**config.mk**
```make
export PLATFORM = sky130hd
export DESIGN_NAME = address_break_module
export DESIGN_NICKNAME = d
export VERILOG_FILES = /design/src/break_unit_pkg.sv /design/src/vector_if.sv /design/src/break_vector_select.sv /design/src/address_break_module.sv
export SDC_FILE = /design/constraint.sdc
export NUM_CORES = 1
export LEC_CHECK = 0
export BUFFER_PORTS_ARGS = -buffer_cell sky130_fd_sc_hd__buf_2
export CAP_MARGIN = 20
export CORE_MARGIN = 1
export CORE_UTILIZATION = 33
export DETAILED_ROUTE_END_ITERATION = 10
export PLACE_DENSITY_LB_ADDON = 0.05
export SLEW_MARGIN = 20
export SYNTH_ARGS = -nofsm -noshare
export SYNTH_HDL_FRONTEND = slang
export SYNTH_SLANG_ARGS = --single-unit
```
**constraint.sdc**
```tcl
create_clock -name i_clock -period 1.19 [get_ports i_clock]
set_input_delay 0.2975 -clock i_clock [delete_from_list [all_inputs] [get_ports i_clock]]
set_output_delay 0.2975 -clock i_clock [all_outputs]
set_load 0.01 [all_outputs]
```
**src/break_unit_pkg.sv**
```systemverilog
// Constants shared by the address break unit and its vector helper
package break_unit_pkg;
  localparam int          ADDR_W                 = 16;
  localparam logic [7:0]  SOFTWARE_INTERRUPT_OP  = 8'h83;
  localparam logic [7:0]  RETURN_FROM_INTERRUPT  = 8'h80;
  localparam logic [7:0]  OPCODE_RESET           = 8'h00;
  localparam logic [15:0] VECTOR_NORMAL_HI       = 16'hfffc;
  localparam logic [15:0] VECTOR_NORMAL_LO       = 16'hfffd;
  localparam logic [15:0] VECTOR_MONITOR_HI      = 16'hfefc;
  localparam logic [15:0] VECTOR_MONITOR_LO      = 16'hfefd;

  typedef enum logic [1:0]
  {
    ST_IDLE   = 2'b00,
    ST_INJECT = 2'b01,
    ST_ACTIVE = 2'b11
  } break_state_t;
endpackage

```
**src/vector_if.sv**
```systemverilog
// Interface carrying vector selection between break unit and helper
`timescale 1ns/100ps
interface vector_if;
  logic        monitor_mode;
  logic [15:0] vector_hi;
  logic [15:0] vector_lo;
  modport chooser (input monitor_mode, output vector_hi, output vector_lo);
  modport user    (output monitor_mode, input vector_hi, input vector_lo);
endinterface

```
**src/break_vector_select.sv**
```systemverilog
// Selects the break vector address pair by monitor mode
`timescale 1ns/100ps
module break_vector_select
  import break_unit_pkg::*;
(
  vector_if.chooser vif      // Mode in, vector pair out
);
  // Pick normal or monitor pair
  always_comb
  begin
    if (vif.monitor_mode)
    begin
      vif.vector_hi = VECTOR_MONITOR_HI;
      vif.vector_lo = VECTOR_MONITOR_LO;
    end
    else
    begin
      vif.vector_hi = VECTOR_NORMAL_HI;
      vif.vector_lo = VECTOR_NORMAL_LO;
    end
  end
endmodule

```
**src/address_break_module.sv**
```systemverilog
// Address break unit: match detection, opcode forcing and break tracking
`timescale 1ns/100ps
// Functional notes
// - Assert low request on break address match
// - Only program counter fetch addresses may match
// - Force software interrupt opcode into CPU
// - Vector pair depends on monitor mode
// - Writing break active bit raises break
// - Return from interrupt ends the break
// - Hold watchdog off during break
// - Keep I/O registers accessible during break
module address_break_module
  import break_unit_pkg::*;
#(
  parameter int AW = ADDR_W                   // Address width
)
(
  input  wire logic          i_clock,          // 40 MHz bus clock
  input  wire logic          i_resetn,         // Async reset, active low
  input  wire logic [AW-1:0] i_address,        // Internal address bus
  input  wire logic          i_pc_fetch,       // Address comes from program counter
  input  wire logic [7:0]    i_fetch_opcode,   // Opcode fetched from memory
  input  wire logic          i_opcode_load,    // CPU loads instruction register
  input  wire logic [AW-1:0] i_break_address,  // Break address value
  input  wire logic          i_break_enable,   // Enables address match breaks
  input  wire logic          i_break_active_set,  // Software writes 1 to break active bit
  input  wire logic          i_monitor_mode,   // Monitor mode active
  input  wire logic          i_io_access,      // I/O register access request
  output logic               o_breakpoint_request_n, // Break request, active low
  output logic [7:0]         o_opcode,         // Opcode for instruction register
  output logic [15:0]        o_vector_hi,      // Vector high byte address
  output logic [15:0]        o_vector_lo,      // Vector low byte address
  output logic               o_break_active_bit,  // Break in progress
  output logic               o_watchdog_hold,  // Freeze watchdog
  output logic               o_io_grant        // I/O access allowed
);
  break_state_t  state_reg;      // Break sequencing state
  break_state_t  state_next;     // Next sequencing state
  logic [AW-1:0] bit_equal;      // Per bit address equality
  logic          match;          // Program counter address hit
  logic          trigger;        // Any break cause this cycle
  logic          rti_seen;       // Return opcode being loaded
  logic [7:0]    opcode_next;    // Next instruction register feed
  vector_if      vif ();         // Vector selection carrier

  // True while the request line must stay low
  function automatic logic is_pending(input break_state_t s);
    is_pending = (s == ST_INJECT);
  endfunction

  // True from trigger until the return opcode
  function automatic logic is_busy(input break_state_t s);
    is_busy = (s != ST_IDLE);
  endfunction

  // All bits equal, no partial compare
  function automatic logic addr_hit(input logic [AW-1:0] eq);
    addr_hit = &eq;
  endfunction

  // Bitwise compare across the full address width
  genvar gi;
  generate
    for (gi = 0; gi < AW; gi++)
    begin : g_bit_cmp
      assign bit_equal[gi] = (i_address[gi] == i_break_address[gi]);
    end
  endgenerate

  // Only program counter fetches are break candidates
  assign match    = i_break_enable && i_pc_fetch && addr_hit(bit_equal);
  // Software request needs no hit; ignored while busy
  assign trigger  = match || i_break_active_set;
  // Return opcode as the instruction register loads it
  assign rti_seen = i_opcode_load && (i_fetch_opcode == RETURN_FROM_INTERRUPT);
  assign vif.monitor_mode = i_monitor_mode;

  break_vector_select u_vec
  (
    .vif (vif)   // Mode in, vector pair out
  );

  // Next state of break sequencing
  always_comb
  begin
    state_next = state_reg;
    unique case (state_reg)
      ST_IDLE:
      begin
        if (trigger)
          state_next = ST_INJECT;
      end
      ST_INJECT:
      begin
        if (i_opcode_load)
          state_next = ST_ACTIVE;
      end
      ST_ACTIVE:
      begin
        if (rti_seen)
          state_next = ST_IDLE;
      end
      default:
      begin
        state_next = ST_IDLE;
      end
    endcase
  end

  // Interrupt opcode replaces the fetch while pending
  always_comb
  begin
    if (is_pending(state_next))
      opcode_next = SOFTWARE_INTERRUPT_OP;
    else
      opcode_next = i_fetch_opcode;
  end

  // State register
  always_ff @(posedge i_clock or negedge i_resetn)
  begin
    if (!i_resetn)
    begin
      state_reg <= ST_IDLE;
    end
    else
    begin
      state_reg <= state_next;
    end
  end

  // Request line, low while break pending
  always_ff @(posedge i_clock or negedge i_resetn)
  begin
    if (!i_resetn)
    begin
      o_breakpoint_request_n <= 1'b1;
    end
    else
    begin
      o_breakpoint_request_n <= !is_pending(state_next);
    end
  end

  // Instruction register feed
  always_ff @(posedge i_clock or negedge i_resetn)
  begin
    if (!i_resetn)
    begin
      o_opcode <= OPCODE_RESET;
    end
    else
    begin
      o_opcode <= opcode_next;
    end
  end

  // Vector high byte address
  always_ff @(posedge i_clock or negedge i_resetn)
  begin
    if (!i_resetn)
    begin
      o_vector_hi <= VECTOR_NORMAL_HI;
    end
    else
    begin
      o_vector_hi <= vif.vector_hi;
    end
  end

  // Vector low byte address
  always_ff @(posedge i_clock or negedge i_resetn)
  begin
    if (!i_resetn)
    begin
      o_vector_lo <= VECTOR_NORMAL_LO;
    end
    else
    begin
      o_vector_lo <= vif.vector_lo;
    end
  end

  // Break active status, set by trigger, cleared by return
  always_ff @(posedge i_clock or negedge i_resetn)
  begin
    if (!i_resetn)
    begin
      o_break_active_bit <= 1'b0;
    end
    else
    begin
      o_break_active_bit <= is_busy(state_next);
    end
  end

  // Watchdog frozen for the whole break
  always_ff @(posedge i_clock or negedge i_resetn)
  begin
    if (!i_resetn)
    begin
      o_watchdog_hold <= 1'b0;
    end
    else
    begin
      o_watchdog_hold <= is_busy(state_next);
    end
  end

  // I/O access passes through, never blocked by a break
  always_ff @(posedge i_clock or negedge i_resetn)
  begin
    if (!i_resetn)
    begin
      o_io_grant <= 1'b0;
    end
    else
    begin
      o_io_grant <= i_io_access;
    end
  end
endmodule

```
Word level (Yosys, flattened, before mapping) --
Cells that the tools add are included. W data, S select, Z words.
Word-level totals: bits in registers 45, input bits 48, output and inout port bits 44
Cells by class: equality and inequality tests 20, multiplexer cells 7, reduce and logical (&&, ||, !) cells 8
Operator list (count):
- $mux W9 | 2
- $eq A1 B1 Y1 | 16
- $reduce_and A16 Y1 | 1
- $eq A8 B8 Y1 const B | 1
- $mux W8 | 1
- $mux W2 | 3
- $pmux W2 S3 | 1
- $eq A2 B1 Y1 const B | 2
- $logic_and A1 B1 Y1 | 3
- $eq A2 B2 Y1 const B | 1
- $logic_not A2 Y1 | 1
- $reduce_bool A2 Y1 | 1
- $logic_not A1 Y1 | 1
- $logic_or A1 B1 Y1 | 1

Longest topological paths before layout --
depth after elaboration 8, mapped depth 5, gate-level depth less buffers 4

By module --
From an unflattened synthesis, not the netlist that was laid out.
Second synthesis, totals: cells, all modules 136, area, all modules 1801.7 um^2
By module, submodules not included:
- address_break_module | times used 1, cells each 102, area an instance 1557.7 um^2
- break_vector_select | times used 1, cells each 34, area an instance 244.0 um^2

Worst setup path after synthesis --
Ideal clock, no wire load.
kind input port to flip-flop, from input i_address[10], to register o_opcode[0], data arrival time 1.125 ns, required time 1.066 ns, slack -0.059 ns, stages on the path 5, buffers on the path 1, cells stage by stage xnor2_1 -> and3_4 -> and3_1 -> buf_6 -> a211o_1
Between the ends: word-level cells in the longest chain between the ends 8
Ends and longest elaborated chain:
- start, declared | line address_break_module.sv:20 | input wire logic [AW-1:0] i_address,
- $eq A1 B1 Y1 | line address_break_module.sv:66 | assign bit_equal[gi] = (i_address[gi] == i_break_address[gi]);
- $reduce_and A16 Y1 | line address_break_module.sv:58 | addr_hit = &eq;
- $logic_and A1 B1 Y1 | line address_break_module.sv:71 | assign match = i_break_enable && i_pc_fetch && addr_hit(bit_equal);
- $logic_or A1 B1 Y1 | line address_break_module.sv:73 | assign trigger = match || i_break_active_set;
- $mux W2 | line address_break_module.sv:90 | if (trigger)
- $pmux W2 S3 | line address_break_module.sv:87 | unique case (state_reg)
- $eq A2 B1 Y1 | line address_break_module.sv:48 | is_pending = (s == ST_INJECT);
- $mux W8 | line address_break_module.sv:113 | if (is_pending(state_next))
- net opcode_next[0] | line address_break_module.sv:43 | logic [7:0] opcode_next;
- end signal, assigned | line address_break_module.sv:154 | o_opcode <= opcode_next;
- end, declared | line address_break_module.sv:30 | output logic [7:0] o_opcode,
The timed path passes the listed nets, and every way through them passes these cells.

Final worst setup path --
from register o_vector_hi[8], to output o_vector_hi[8]
RTL lines:
- start, declared | line address_break_module.sv:31 | output logic [15:0] o_vector_hi,
- start signal, assigned | line address_break_module.sv:167 | o_vector_hi <= vif.vector_hi;
No word-level cell between the ends.

==> results.md <==
* Run status: finished with violations
* Failing checks: design-rule violations, negative setup slack
* Layout cell share with drive strength beyond 1 at 0.5238
* Tmin final at 1.221 ns
* Post-route cell area at 1399 um2
* Proportion of netlist area held by the largest area contributor at 0.2985
* Number of antenna violations at the first check in global routing at 0
* TritonCTS clock tree: yes
* Initial Utilization at 0.3556
* Final critical-path setup slack at -0.03070 ns
* Proportion of register bits with asynchronous set or reset after synthesis at 1.000
* Delay-heaviest family, CP: flip-flops
* Maxcap violations at 0
* Master of the slowest instance on the critical path: dfstp_2
* Leading register cell type out of synthesis: dfrtp_1
* Area taken by flip-flops and latches at 352.8 um2
* Area after DPL at 1245 um2
* Num rows at 19
* Number of nets with antenna violations after detailed routing at 0
* Final hold vios at 0
* Syn Area/Cell at 9.862 um2
* Clock-pin slew on the worst setup and hold paths at 0.09 ns
* Final period utilization at 1.026
* Power density over the cells at 864.9 nW/um2
* Worst Hold Depth at 1
* Cell type contributing the most total cell area after synthesis: dfrtp_1
* Instance count on the critical path at 1
* # IOs at 92
* Clock tree buffer depth at 2
* Relative contribution of combinational cells to total power at 0.290
* Kind of critical path: flip-flop to output pin
* Element type at the critical path start: flip-flop
* Number of standard cells after synthesis at 102
* Number of nets in the layout at 217
* GRT overflow at 0
* Area of the multi-input gates at 539.3 um2
* Fill cells at 284
* Port buffer count at 61
* Sw power at 349.5 uW
* Number of search-and-repair iterations in the first detailed-routing pass at 7
* Number of storage elements in the synthesis netlist at 14
* Leading post-synthesis cells by cell area: dfrtp_1, buf_4, xor2_1
* Core utilization of the finished layout at 0.4945
* Post-DP HPWL at 1.533 mm
* Drt via density at 4.111
* Routability cong. at 0.7343
* Relative contribution of the clock network to total power at 0.276
* Growth of design area from synthesis to finish at 39.05%
* Share of total power in sequential cells at 0.434
* Cell with the most instances after synthesis: buf_4
* Buf/Inv on CP at 1
* Setup TNS Final at -0.06420 ns
* CTS Sinks at 14
* Cell types with the highest counts after synthesis: buf_4, xor2_1, dfrtp_1
* Share of the yosys chip area belonging to registers at 0.3507
* Clock buffers created by TritonCTS at 3
* Routed Wire Length at 1.987 mm
* Type of the worst min-delay path: input pin to flip-flop
* Residual DRC at 8
* Count of routing violations after the opening detailed-route iteration at 26
* Max Freq at 0.8192 GHz
* Final setup viols at 3
* Unique cell type count in the Yosys netlist at 26
* Number of flip-flops in the largest register at 8
* Root Buffer Master: clkbuf_4
* First-pass GRT wire length at 2.787 mm
* Number of buffers inserted by post-CTS setup repair at 0
* WP data arrival at 0.92 ns
* Internal portion of total power at 860.3 uW
* Post-route insts no fill at 199
* Total Routing Usage GR at 0.1102
* Maximum number of pins on one net before global-route repair at 15
* H-tree Lvls at 1
* Cell-by-cell trace of the critical path: buf_6
* Die outline height at 57.21 um
* Switching part of the total power at 0.2889
* Full die area at 3273 um2
* Die X at 57.21 um
* Warnings, synthesis at 0
* Core region area at 2829 um2
* Depth of the most critical reg-to-reg path at 3
* Required time of the worst setup path at 0.89 ns
* Unrepaired setup endpoints after global routing: yes
* Synthesized cell area at 1006 um2
* Final setup skew at 0.003676 ns
* Delay of the slowest cell on the worst path at 0.55 ns
* Element type at the critical path end: output pin
* Post-synth EDFFs at 0
* Antenna diode instance count at 0
* Total power at 1.210 mW
* Number of cells in the design after placement at 194
* Final worst hold slack at 0.1288 ns
* Pre-CTS WS at -0.2495 ns
* Clock network latency to the later pin of the worst-skew pair at 0.27 ns
* Final slew viol count at 0
* Via count of the first global-routing pass at 685
* Worst-path fanout max at 2
* Maximum vdd ir drop at 0.2368 mV
* Per-cell routed wire length at 9.985 um
* Cell leakage power at 0.7310 nW
* Detailed-route via count at 818
[worst register-to-register path: stages (launching register included)]
cell,delay [ns]
dfrtp_1,0.37
a21oi_1,0.09
and3_4,0.23
a211o_1,0.29
[power by group through the flow]
stage | logic (mW) | clock network [mW] | registers [mW]
floorplan | 0.211 | 0 | 0.552
global placement | 0.304 | 0 | 0.532
detailed placement | 0.307 | 0 | 0.533
CTS | 0.313 | 0.348 | 0.524
global route | 0.385 | 0.381 | 0.529
finish | 0.350 | 0.335 | 0.525
[path summary, 6_finish.rpt]
kind                                start                     end  slack, ns
min                           i_io_access              o_io_grant       0.13
max reg2reg                  state_reg[0]             o_opcode[7]       0.10
min reg2reg                  state_reg[0]            state_reg[0]       0.60
max                        o_vector_hi[8]          o_vector_hi[8]      -0.03
max in group asynchronous        i_resetn  o_breakpoint_request_n       0.47
min in group asynchronous        i_resetn             o_opcode[6]       0.44
[area by class of cell]
class | instances | share of cell area
sequential | 14 | 0.2522
clock buffer | 4 | 0.02594
timing repair buffer | 69 | 0.2925
multi-input combinational | 75 | 0.3855
inverter | 6 | 0.01610
tap | 31 | 0.02773
[layer usage]
metal | vias to the layer above | global-route usage | share of wire | routed length (um)
met5 | - | 0 | 0 | 0
met4 | 0 | 0.04181 | 0 | 0
met3 | 0 | 0.03175 | 0.093 | 185
met2 | 56 | 0.1950 | 0.52 | 1041
met1 | 356 | 0.1255 | 0.38 | 759
li1 | 406 | - | - | -
[kinds of logic (layout without fill, tap and decap cells)]
kind of cell    count (synthesis)  count (layout)  synth area share
buf+inv                        41              79            0.2836
xor+xnor                       16              16            0.1393
simple gates                   16              16            0.1132
flops                          14              14            0.3507
compound gates                 13              13            0.1057
other cells                     2              30          0.007465
[cells in the final DEF, fill, tap and decap left out]
cell and n:
nor4b_1 1, xor2_2 2, buf_2 55, dlygate4sd3_1 1
a211oi_1 4, nor3_2 1, a21oi_1 2, dfstp_2 2
buf_4 6, nor4_1 1, xor2_1 13, nand4_1 1
o311ai_2 2, inv_1 6, clkbuf_8 1, nand2b_1 1
nand2_1 2, conb_1 30, dfrtp_1 12, nor4_4 2
xnor2_1 1, o21a_2 1, nor2_1 2, a211oi_2 1
a211o_1 3, and3_4 3, nand3_2 1, nor4_2 1
clkbuf_4 3, buf_6 7
[what timing repair did]
action,in CTS,in global routing
pin swaps,0,6
gates resized for setup,2,18
hold endpoints to repair,12,0
hold buffers,1,0
gates cloned,0,1
endpoints found under the setup margin,6,14
Power figures use the tool's default switching activity.
